### src/core/gpio_dbus_map.svh
// Register offsets, reset values and field layout for the dual-port GPIO block
`ifndef GPIO_DBUS_MAP_SVH
`define GPIO_DBUS_MAP_SVH
// Printed offsets are register indices; byte address is four times the index
`define IDX_LOW_DATA 3'h0
`define IDX_HIGH_DATA 3'h1
`define IDX_LOW_DIR 3'h2
`define IDX_HIGH_DIR 3'h4
`define IDX_HIGH_FUNC 3'h5
`define RST_LOW_LATCH 8'h00
`define RST_HIGH_LATCH 8'h00
`define RST_LOW_DIR 8'h00
`define RST_HIGH_DIR 8'h00
`define RST_HIGH_FUNC 8'h00
`define ADDR_LSB 2
`define ADDR_MSB 4
`endif

### src/core/gpio_dbus_pkg.sv
// Types shared by the dual-port GPIO block
package gpio_dbus_pkg;
  typedef enum logic [1:0] {
    PIN_INPUT,
    PIN_OUTPUT,
    PIN_DATA_BUS,
    PIN_FORBIDDEN
  } pin_mode_t;
  typedef struct packed {
    logic [7:0] latch;
    logic [7:0] dir;
  } low_port_t;
  typedef struct packed {
    logic [7:0] latch;
    logic [7:0] dir;
    logic [7:0] func;
  } high_port_t;
  typedef struct packed {
    logic [15:0] wdata;
    logic        drive;
  } bus_req_t;
endpackage

### src/core/gpio_dbus.sv
// Dual 8-bit GPIO ports shared with the external data bus, APB register slave
//
// Contract
// Each low port pin is an input when its direction bit is 0 and an output when it is 1.
// Reset clears the low port direction register so all low pins start as inputs.
// An external memory access turns the low port into data bits 0-7 and clears its direction.
// In the external-ROM variant the low port is always data bits 0-7.
// Software writes the low port direction register only as a whole word, never by read-modify-write.
// Each high pin mode decodes from direction and function: input, output, data bus, forbidden.
// Reset clears the high port latch, direction and function registers to input mode.
// External-ROM variant with strap low at reset: high port is data bits 8-15.
// External-ROM variant with strap high at reset: high port is an ordinary I/O port.
// External-ROM variant with strap low: all high port function bits read as fixed 1 (the code reads them back as 0; only the pin mode decode sees 1).
// While function bits are fixed at 1, software never writes 1 to a high direction bit.
// External-ROM variant with strap high: data bus function leaves high pins floating.
// Data writes load the latch, outputs drive it, reads return pin levels on inputs.
`timescale 1ns/1ps
`include "gpio_dbus_map.svh"
module gpio_dbus #(
  parameter bit EXT_ROM = 1'b0
) (
  // Clock, reset, enable
  input wire logic CLK,
  input wire logic NRST,
  input wire logic CE,
  // APB slave
  input wire logic PSEL,
  input wire logic PENABLE,
  input wire logic PWRITE,
  input wire logic [31:0] PADDR,
  input wire logic [31:0] PWDATA,
  output logic [31:0] PRDATA,
  output logic PREADY,
  output logic PSLVERR,
  // Bus controller
  input wire logic EXT_ACCESS,
  input wire logic EXT_DRIVE,
  input wire logic [15:0] EXT_WDATA,
  output logic [15:0] EXT_RDATA,
  // Strap
  input wire logic BUS_WIDTH_STRAP_PIN,
  // Pins
  input wire logic [7:0] LOW_PIN_I,
  output logic [7:0] LOW_PIN_O,
  output logic [7:0] LOW_PIN_OE_N,
  input wire logic [7:0] HIGH_PIN_I,
  output logic [7:0] HIGH_PIN_O,
  output logic [7:0] HIGH_PIN_OE_N
);

  // ----------------------------------------------------------------
  // Input synchronisers
  // ----------------------------------------------------------------
  logic [7:0] low_s1_ff, low_s2_ff, high_s1_ff, high_s2_ff;
  logic [15:0] ext_s1_ff, ext_s2_ff;
  logic strap_s1_ff, strap_s2_ff;
  logic [2:0] nxt_strap_cnt;
  logic [2:0] strap_cnt_ff;
  logic strap_low_ff, nxt_strap_low;

  always_ff @(posedge CLK or negedge NRST) begin
    if (!NRST) begin
      low_s1_ff <= 8'h00;
      low_s2_ff <= 8'h00;
      high_s1_ff <= 8'h00;
      high_s2_ff <= 8'h00;
      ext_s1_ff <= 16'h0000;
      ext_s2_ff <= 16'h0000;
      strap_s1_ff <= 1'b0;
      strap_s2_ff <= 1'b0;
    end else if (CE) begin
      low_s1_ff <= LOW_PIN_I;
      low_s2_ff <= low_s1_ff;
      high_s1_ff <= HIGH_PIN_I;
      high_s2_ff <= high_s1_ff;
      ext_s1_ff <= {HIGH_PIN_I, LOW_PIN_I};
      ext_s2_ff <= ext_s1_ff;
      strap_s1_ff <= BUS_WIDTH_STRAP_PIN;
      strap_s2_ff <= strap_s1_ff;
    end
  end

  // ----------------------------------------------------------------
  // Strap capture after reset release
  // ----------------------------------------------------------------
  // Strap is caught once the synchroniser has filled, then held until reset
  always_comb begin
    nxt_strap_cnt = strap_cnt_ff;
    nxt_strap_low = strap_low_ff;
    if (strap_cnt_ff != 3'h3) begin
      nxt_strap_cnt = strap_cnt_ff + 3'h1;
      if (strap_cnt_ff == 3'h2) begin
        nxt_strap_low = ~strap_s2_ff;
      end
    end
  end

  always_ff @(posedge CLK or negedge NRST) begin
    if (!NRST) begin
      strap_cnt_ff <= 3'h0;
      strap_low_ff <= 1'b0;
    end else if (CE) begin
      strap_cnt_ff <= nxt_strap_cnt;
      strap_low_ff <= nxt_strap_low;
    end
  end

  logic strap_done;
  logic rom16;
  logic rom8;
  assign strap_done = (strap_cnt_ff == 3'h3);
  assign rom16 = EXT_ROM && strap_done && strap_low_ff;
  assign rom8 = EXT_ROM && strap_done && !strap_low_ff;

  // ----------------------------------------------------------------
  // APB decode and register file
  // ----------------------------------------------------------------
  gpio_dbus_pkg::low_port_t low_ff, nxt_low;
  gpio_dbus_pkg::high_port_t high_ff, nxt_high;
  logic [2:0] idx;
  logic wr_en;
  logic mapped;
  logic [7:0] func_eff;

  assign idx = PADDR[`ADDR_MSB:`ADDR_LSB];
  assign wr_en = PSEL && PENABLE && PWRITE;
  assign mapped = (PADDR[31:`ADDR_MSB+1] == 27'h0) && (PADDR[1:0] == 2'h0) &&
                  (idx == `IDX_LOW_DATA || idx == `IDX_HIGH_DATA || idx == `IDX_LOW_DIR ||
                   idx == `IDX_HIGH_DIR || idx == `IDX_HIGH_FUNC);
  // Function bits forced high while the wide-bus strap is active
  assign func_eff = rom16 ? 8'hFF : high_ff.func;

  // Direction registers take whole-byte writes only; no per-bit update path exists
  always_comb begin
    nxt_low = low_ff;
    nxt_high = high_ff;
    if (wr_en && mapped) begin
      case (idx)
        `IDX_LOW_DATA: nxt_low.latch = PWDATA[7:0];
        `IDX_HIGH_DATA: nxt_high.latch = PWDATA[7:0];
        `IDX_LOW_DIR: nxt_low.dir = PWDATA[7:0];
        `IDX_HIGH_DIR: nxt_high.dir = PWDATA[7:0];
        `IDX_HIGH_FUNC: nxt_high.func = PWDATA[7:0];
        default: nxt_low = low_ff;
      endcase
    end
    // Bus access wins over a simultaneous software low port direction write
    if (EXT_ACCESS || EXT_ROM) begin
      nxt_low.dir = 8'h00;
    end
  end

  always_ff @(posedge CLK or negedge NRST) begin
    if (!NRST) begin
      low_ff <= '{latch: `RST_LOW_LATCH, dir: `RST_LOW_DIR};
      high_ff <= '{latch: `RST_HIGH_LATCH, dir: `RST_HIGH_DIR, func: `RST_HIGH_FUNC};
    end else if (CE) begin
      low_ff <= nxt_low;
      high_ff <= nxt_high;
    end
  end

  // ----------------------------------------------------------------
  // Pin mode decode
  // ----------------------------------------------------------------
  gpio_dbus_pkg::pin_mode_t high_mode [8];
  logic low_bus;
  assign low_bus = EXT_ACCESS || EXT_ROM;

  logic [7:0] low_o, low_oe_n, high_o, high_oe_n, low_rd, high_rd;

  genvar g;
  generate
    for (g = 0; g < 8; g++) begin : g_pin
      always_comb begin
        case ({high_ff.dir[g], func_eff[g]})
          2'b00: high_mode[g] = gpio_dbus_pkg::PIN_INPUT;
          2'b10: high_mode[g] = gpio_dbus_pkg::PIN_OUTPUT;
          2'b01: high_mode[g] = gpio_dbus_pkg::PIN_DATA_BUS;
          default: high_mode[g] = gpio_dbus_pkg::PIN_FORBIDDEN;
        endcase
      end
      always_comb begin
        if (low_bus) begin
          low_o[g] = EXT_WDATA[g];
          low_oe_n[g] = ~EXT_DRIVE;
        end else begin
          low_o[g] = low_ff.latch[g];
          low_oe_n[g] = ~low_ff.dir[g];
        end
        low_rd[g] = low_ff.dir[g] ? low_ff.latch[g] : low_s2_ff[g];
      end
      always_comb begin
        high_o[g] = high_ff.latch[g];
        high_oe_n[g] = 1'b1;
        high_rd[g] = high_s2_ff[g];
        case (high_mode[g])
          gpio_dbus_pkg::PIN_OUTPUT: begin
            high_oe_n[g] = 1'b0;
            high_rd[g] = high_ff.latch[g];
          end
          gpio_dbus_pkg::PIN_DATA_BUS: begin
            // Narrow-bus part floats the pins instead of bussing them
            high_o[g] = EXT_WDATA[8+g];
            high_oe_n[g] = (rom8 || !EXT_DRIVE) ? 1'b1 : 1'b0;
          end
          // Forbidden setting is left floating so a mistake cannot fight the bus
          default: high_oe_n[g] = 1'b1;
        endcase
      end
    end
  endgenerate

  // ----------------------------------------------------------------
  // Registered outputs; PREADY and PSLVERR are combinational
  // ----------------------------------------------------------------
  logic [31:0] nxt_rdata;
  always_comb begin
    nxt_rdata = 32'h0000_0000;
    if (PSEL && !PENABLE && !PWRITE && mapped) begin
      case (idx)
        `IDX_LOW_DATA: nxt_rdata = {24'h000000, low_rd};
        `IDX_HIGH_DATA: nxt_rdata = {24'h000000, high_rd};
        default: nxt_rdata = 32'h0000_0000;
      endcase
    end else if (PSEL && PENABLE) begin
      nxt_rdata = PRDATA;
    end
  end

  always_ff @(posedge CLK or negedge NRST) begin
    if (!NRST) begin
      PRDATA <= 32'h0000_0000;
      LOW_PIN_O <= 8'h00;
      LOW_PIN_OE_N <= 8'hFF;
      HIGH_PIN_O <= 8'h00;
      HIGH_PIN_OE_N <= 8'hFF;
      EXT_RDATA <= 16'h0000;
    end else if (CE) begin
      PRDATA <= nxt_rdata;
      LOW_PIN_O <= low_o;
      LOW_PIN_OE_N <= low_oe_n;
      HIGH_PIN_O <= high_o;
      HIGH_PIN_OE_N <= high_oe_n;
      EXT_RDATA <= ext_s2_ff;
    end
  end

  assign PREADY = 1'b1;
  assign PSLVERR = PSEL && PENABLE && !mapped;
endmodule

### config.mk
export PLATFORM = sky130hd
export DESIGN_NAME = gpio_dbus
export DESIGN_NICKNAME = d
export VERILOG_FILES = /design/src/core/gpio_dbus_pkg.sv /design/src/core/gpio_dbus.sv
export VERILOG_INCLUDE_DIRS = /design/src /design/src/core
export SDC_FILE = /design/constraint.sdc
export NUM_CORES = 1
export LEC_CHECK = 0
export BUFFER_PORTS_ARGS = -buffer_cell sky130_fd_sc_hd__buf_4
export CAP_MARGIN = 30
export CORE_MARGIN = 2
export CORE_UTILIZATION = 57
export CTS_BUF_LIST = sky130_fd_sc_hd__clkbuf_2 sky130_fd_sc_hd__clkbuf_4 sky130_fd_sc_hd__clkbuf_8
export DETAILED_ROUTE_END_ITERATION = 10
export PLACE_DENSITY_LB_ADDON = 0.15
export REMOVE_ABC_BUFFERS = 1
export SLEW_MARGIN = 20
export SYNTH_ARGS = -nofsm -noshare
export SYNTH_HDL_FRONTEND = slang
export SYNTH_SLANG_ARGS = --single-unit
### constraint.sdc
create_clock -name CLK -period 4.6 [get_ports CLK]
set_input_delay 1.15 -clock CLK [delete_from_list [all_inputs] [get_ports CLK]]
set_output_delay 1.15 -clock CLK [all_outputs]
set_load 0.1 [all_outputs]
Word level (Yosys, flattened, before mapping)
Index checks and enable logic that the tools add are counted.
- register bits: 184
- bits of input ports: 105
- logic and storage cells: 161
- equal/unequal tests: 37
- multiplexer cells: 63
- bitwise gates (word level): 9
- reductions and logical operators: 35
- operators by type and width (kind ; number):
    $mux 32 ; 2
    $pmux 2 s3 ; 8
    $mux 1 ; 41
    $eq 2x1->1 const B ; 16
    $eq 2x2->1 const B ; 16
    $logic_not 27->1 ; 1
    $mux 8 ; 3
    $logic_not 2->1 ; 9
    $pmux 1 s2 ; 8
    $pmux 8 s2 ; 1
    $reduce_and 3->1 ; 5
    $logic_and 1x1->1 ; 9
    $not 1->1 ; 9
    $eq 3x3->1 const B ; 2
    $logic_or 1x1->1 ; 4
    $reduce_bool 2->1 ; 2
    $eq 3x1->1 const B ; 1
    $eq 3x2->1 const B ; 1
    $logic_not 1->1 ; 3
    $logic_not 3->1 ; 1
    $ne 2x2->1 const B ; 1
    $reduce_and 2->1 ; 1

Longest topological paths before layout
- depth in word-level cells: 9
- depth in mapped cells: 5

Worst setup path before layout
Ideal clock, no wire load.
- path type: input-to-output
- from: input port PADDR[2]
- to: output port PSLVERR
- arrival: 2.988 ns
- data required time: 3.450 ns
- setup slack: 0.462 ns
- stages: 4
- buffers on the path: 0
- path through: o21ai_0 > nand4_2 > nor2_1 > a21oi_1
- word-level cells in the longest chain between the ends: 8
- elaborated cells on any way between the ends: 12
- classes of those cells: 4 x eq/ne; 8 x reduce/logical
- ends and longest elaborated chain (item ; line ; source):
    start, declared ; gpio_dbus.sv:30 ; input wire logic [31:0] PADDR,
    $eq 3x1->1 / $logic_not 3->1 (equally long branches) ; - ;
    $logic_or 1x1->1 (no source line) (3 in a row) ; - ;
    $logic_or 1x1->1 (no source line) (*) ; - ;
    $logic_and 1x1->1 (*) ; gpio_dbus.sv:127 ; assign mapped = (PADDR[31:`ADDR_MSB+1] == 27'h0) && (PADDR[1:0] == 2'h0) &&
    $logic_not 1->1 (*) ; gpio_dbus.sv:250 ; assign PSLVERR = PSEL && PENABLE && !mapped;
    $logic_and 1x1->1 (*) ; gpio_dbus.sv:250 ;
    end, declared ; gpio_dbus.sv:34 ; output logic PSLVERR,
Every way passes the cells marked *; elsewhere a longest branch is shown, timed or not.

Worst setup path in the final report
- from: input port PADDR[24]
- to: output port PSLVERR
- word-level cells in the longest chain between the ends: 5
- ends and longest elaborated chain (item ; line):
    $logic_not 27->1 ; gpio_dbus.sv:127
    $logic_and 1x1->1 (2 in a row) ; gpio_dbus.sv:127
    $logic_not 1->1 ; gpio_dbus.sv:250
    $logic_and 1x1->1 ; gpio_dbus.sv:250
Every way passes these cells.

==> out/qor_table.md <==
| Group | Result | This run |
| --- | --- | --- |
| yosys | Post-synth EDFFs | 0 |
| worst hold path | Hold Crit Class | reg -> reg |
| grt | GR Overflow Total | 0 |
| layout | Antenna Diode Count | 0 |
| grt | Initial antenna violation count | 0 |
| sta | Setup TNS | 0 ns |
| clock tree | CTS tree | yes |
| pwr | Internal power | 1.91 mW |
| layout | Layout-stage area growth over the synthesis result | 25.0% |
| layout | Fraction of final layout cells with drive strength greater than 1 | 48.0% |
| critical path | Nature of the critical path endpoint | output pin |
| pwr | Power per Cell Area | 409 nW/um^2 |
| critical path | Startpoint types | primary input |
| routing | DRT met1 WL | 5230 um |
| floorplanning | IO Count | 187 |
| placed design | Global placement routability congestion | 0.775 |
| sta | Highest clock frequency the design can meet | 0.268 GHz |
| sta | Final worst path period share | 81.3% |
| sta | Unrepaired setup endpoints after global routing | false |
| placed design | Worst slack at placement | 0.883 ns |
| critical path | Crit path arrival time | 2.59 ns |
| clock tree | Clock root cell | sky130_fd_sc_hd__clkbuf_8 |
| pwr | Worst VDD drop | 0.290 mV |
| grt | Total routing usage reported by global routing | 25.4% |
| grt | Wire length of the first global-routing pass | 21,100 um |
| layout | Area of the multi-input gates | 2330 sq um |
| sta | Setup violations, final | 0 |
| pwr | Combinational share of power | 25.4% |
| pwr | Switching Fraction | 35.2% |
| floorplanning | Starting Density | 58.9% |
| clock tree | Number of gates resized after CTS | 0 |
| routing | Average wire per cell in the routed design | 17.9 um |
| critical path | Most prevalent standard cell on the critical path | sky130_fd_sc_hd__buf_4 |
| critical path | Cell type group with the largest total delay on the critical path | simple AND/OR/NAND/NOR gates |
| yosys | Ys Warns | 0 |
| clock tree | Number of H-tree levels | 4 |
| layout | Net count reported at finish | 690 |
| routing | Antenna Violating Nets Remaining | 0 |
| pwr | Leakage power of the design | 3.42 nW |
| yosys | Area fraction of the dominant cell type after synthesis | 48.7% |
| routing | Routed met3 length | 1020 um |
| yosys | Synthesized instance count | 444 |
| critical path | Required arrival time at the worst endpoint | 3.45 ns |
| floorplanning | Horiz. Die Dim | 104 um |
| critical path | Maximum fanout along the worst path | 6 |
| routing | Vias | 3,967 |
| clock tree | Cts-stage hold buffer count | 0 |
| sta | Final setup skew | 0.0124 ns |
| routing | Via density per instance | 5.43 |
| clock tree | Cts bufs inserted | 17 |
| critical path | Worst path max stage delay | 0.37 ns |
| pwr | Net switching power of the design | 1.04 mW |
| clock tree | Max clock buf depth | 2 |
| sta | Worst path setup slack after routing | 0.862 ns |
| sta | Final Max Tran Viols | 0 |
| sta | Post-layout minimum cycle time | 3.74 ns |
| pwr | Relative contribution of the clock network to total power | 31.6% |
| clock tree | CTS clock-pin slew for the worst setup and hold paths | 0.07 ns |
| yosys | Syn Std Cell Area | 5760 sq um |
| sta | Transition time at the pin with the least slew margin | 0.903 ns |
| grt | Largest net degree at the start of global routing | 75 |
| pwr | Part of the total power dissipated in sequential elements | 43.0% |
| critical path | Library cell contributing the largest single delay on the critical path | sky130_fd_sc_hd__nor4_2 |
| yosys | Post-synthesis sequential element count | 128 |
| critical path | Number of buffer and inverter instances along the worst setup path | 2 |
| critical path | Worst path cell trace | buf_4 -> nor4_2 -> nand4_2 -> nor2_1 -> a21oi_1 -> buf_4 |
| yosys | Mean Syn Cell Area | 13.0 sq um |
| sta | Hold Fails Final Rpt | 0 |
| routing | Detailed router's first-iteration violation count | 205 |
| routing | Final WL | 13,100 um |
| floorplanning | Area of the die | 10,900 sq um |
| routing | Post-route DRC | 0 |
| routing | Count of TritonRoute iterations in the first routing pass | 4 |
| clock tree | Insertion delay of the later-clocked pin in the worst-skew pair | 0.44 ns |
| placed design | DP HPWL | 9030 um |
| routing | Routed length on met2 | 6630 um |
| floorplanning | Cell row count | 36 |
| yosys | Cell with the most instances after synthesis | sky130_fd_sc_hd__dfrtp_1 |
| yosys | Leading cell types by count after synthesis | sky130_fd_sc_hd__dfrtp_1 (112), sky130_fd_sc_hd__mux2_2 (84), sky130_fd_sc_hd__mux2i_1 (32) |
| yosys | Dominant register cell in the synthesized netlist | sky130_fd_sc_hd__dfrtp_1 |
| yosys | Share of async-settable or async-resettable flops after synthesis | 100% |
| yosys | Yosys top cell by area | sky130_fd_sc_hd__dfrtp_1 |
| clock tree | Clk sinks | 128 |
| routing | Highest metal layer with signal wires | met4 |
| placed design | Number of buffers inserted by port buffering | 136 |
| yosys | Top area cells in the synthesized netlist | sky130_fd_sc_hd__dfrtp_1 (49%), sky130_fd_sc_hd__mux2_2 (16%), sky130_fd_sc_hd__dfstp_2 (7.3%) |
| clock tree | Post-CTS setup buffers | 0 |
| yosys | Unique cell type count in the Yosys netlist | 34 |
| sta | Relative slew slack | 39.3% |
| floorplanning | Die Span Y | 104 um |
| layout | Fill cells | 724 |
| status | Status | finished, final reports clean |
| grt | Number of global-route vias before repair | 4,072 |
| critical path | Critical path type | in -> out |
| layout | FF+latch area | 3220 sq um |
| flow run | Count of maximum capacitance violations | 0 |
| floorplanning | Area of the core | 9770 sq um |
| yosys | Sequential element share of the synthesized area | 56.0% |
path summary, 6_finish.rpt:
path / startpoint / endpoint / slack [ns] / cells past startpoint
worst max-delay path: PADDR[24] / PSLVERR / 0.86 / 6
worst min-delay path: LOW_PIN_OE_N[5] / LOW_PIN_OE_N[5] / 0.47 / 2
worst max register to register: high_ff[11] / PRDATA[3] / 3.34 / 4
worst min register to register: LOW_PIN_OE_N[5] / LOW_PIN_OE_N[5] / 0.47 / 2
max in group asynchronous: NRST / LOW_PIN_OE_N[4] / 2.84 / 2
min in group asynchronous: NRST / high_s1_ff[4] / 0.75 / 1
sequential cells by signal, summed over array words and instances (netlist names):
signal,flops
EXT_RDATA,16
high_ff,16
low_ff,16
HIGH_PIN_OE_N,8
HIGH_PIN_O,8
LOW_PIN_OE_N,8
LOW_PIN_O,8
PRDATA,8
func_eff,8
high_s1_ff,8
high_s2_ff,8
low_s1_ff,7
low_s2_ff,7
ext_s1_ff,1
ext_s2_ff,1
cell usage in the layout, fill, tap and decap left out, types with 2 or more instances in the layout:
cell type,n
sky130_fd_sc_hd__nand4_1,2
sky130_fd_sc_hd__clkbuf_8,21
sky130_fd_sc_hd__nor4_2,7
sky130_fd_sc_hd__o22ai_1,8
sky130_fd_sc_hd__nor3_1,3
sky130_fd_sc_hd__nand2_1,14
sky130_fd_sc_hd__mux2_1,4
sky130_fd_sc_hd__inv_1,9
sky130_fd_sc_hd__nor4_4,4
sky130_fd_sc_hd__o21ai_0,9
sky130_fd_sc_hd__mux2i_1,32
sky130_fd_sc_hd__nor2_1,20
sky130_fd_sc_hd__conb_1,25
sky130_fd_sc_hd__buf_4,140
sky130_fd_sc_hd__nand3_1,9
sky130_fd_sc_hd__clkinv_2,4
sky130_fd_sc_hd__dfrtp_1,112
sky130_fd_sc_hd__mux2_2,84
sky130_fd_sc_hd__dfstp_2,16
sky130_fd_sc_hd__nor2b_1,16
sky130_fd_sc_hd__a21oi_1,25
sky130_fd_sc_hd__a22o_1,15
sky130_fd_sc_hd__clkbuf_4,5
power by group through the flow:
| stage | logic [mW] | clock network (mW) | registers [mW] |
|---|---|---|---|
| after floorplan | 0.203 | 0 | 1.61 |
| after CTS | 0.753 | 0.943 | 1.27 |
| after detailed placement | 0.752 | 0 | 1.29 |
| after global routing | 0.778 | 0.992 | 1.28 |
| after global placement | 0.740 | 0 | 1.28 |
| final | 0.748 | 0.929 | 1.26 |
area by class of cell:
| class | count | area share (%) |
|---|---|---|
| sequential | 128 | 44.8 |
| multi-input combinational | 288 | 32.4 |
| timing repair buffer | 140 | 14.6 |
| clock buffer | 26 | 4.54 |
| tap | 133 | 2.31 |
| clock inverter | 6 | 0.800 |
| inverter | 10 | 0.522 |
per-stage QoR:
step           cells  total power, mW  hold slack (ns)  area [sq um]  utilization, %
5_1_grt          731             3.05            0.490          7200            73.6
2_1_floorplan    426             1.82            0.473          5600               -
3_3_place_gp     699             2.02            0.459          6810            69.7
4_1_cts          731             2.96            0.475          7200            73.6
3_5_place_dp     699             2.04            0.464          6810            69.7
6_report         731             2.94            0.473          7200            73.6
per-layer routing:
layer  track usage [%]  vias to the layer above
met2              43.2                      154
li1                  -                     1827
met5                 0                        -
met3              8.27                       21
met1              30.4                     1965
met4              8.98                        0
logic make-up (layout without fill, tap and decap cells):
| kind of cell | count (synthesis) | count (layout) | share of synthesized area [%] |
|---|---|---|---|
| AO/OA/AOI/OAI | 59 | 59 | 6.41 |
| buffers and inverters | 51 | 182 | 4.96 |
| flip-flops | 128 | 128 | 56.0 |
| multiplexers | 120 | 120 | 22.8 |
| other | 2 | 25 | 0.130 |
| AND/OR/NAND/NOR | 84 | 84 | 9.74 |
worst reg2reg max path, delay by kind of cell (launching register included):
family          cells  cell delay (ns)
flops               1             0.37
compound gates      2             0.31
mux                 1             0.24
simple gates        1             0.22
Power figures use the tool's default switching activity.
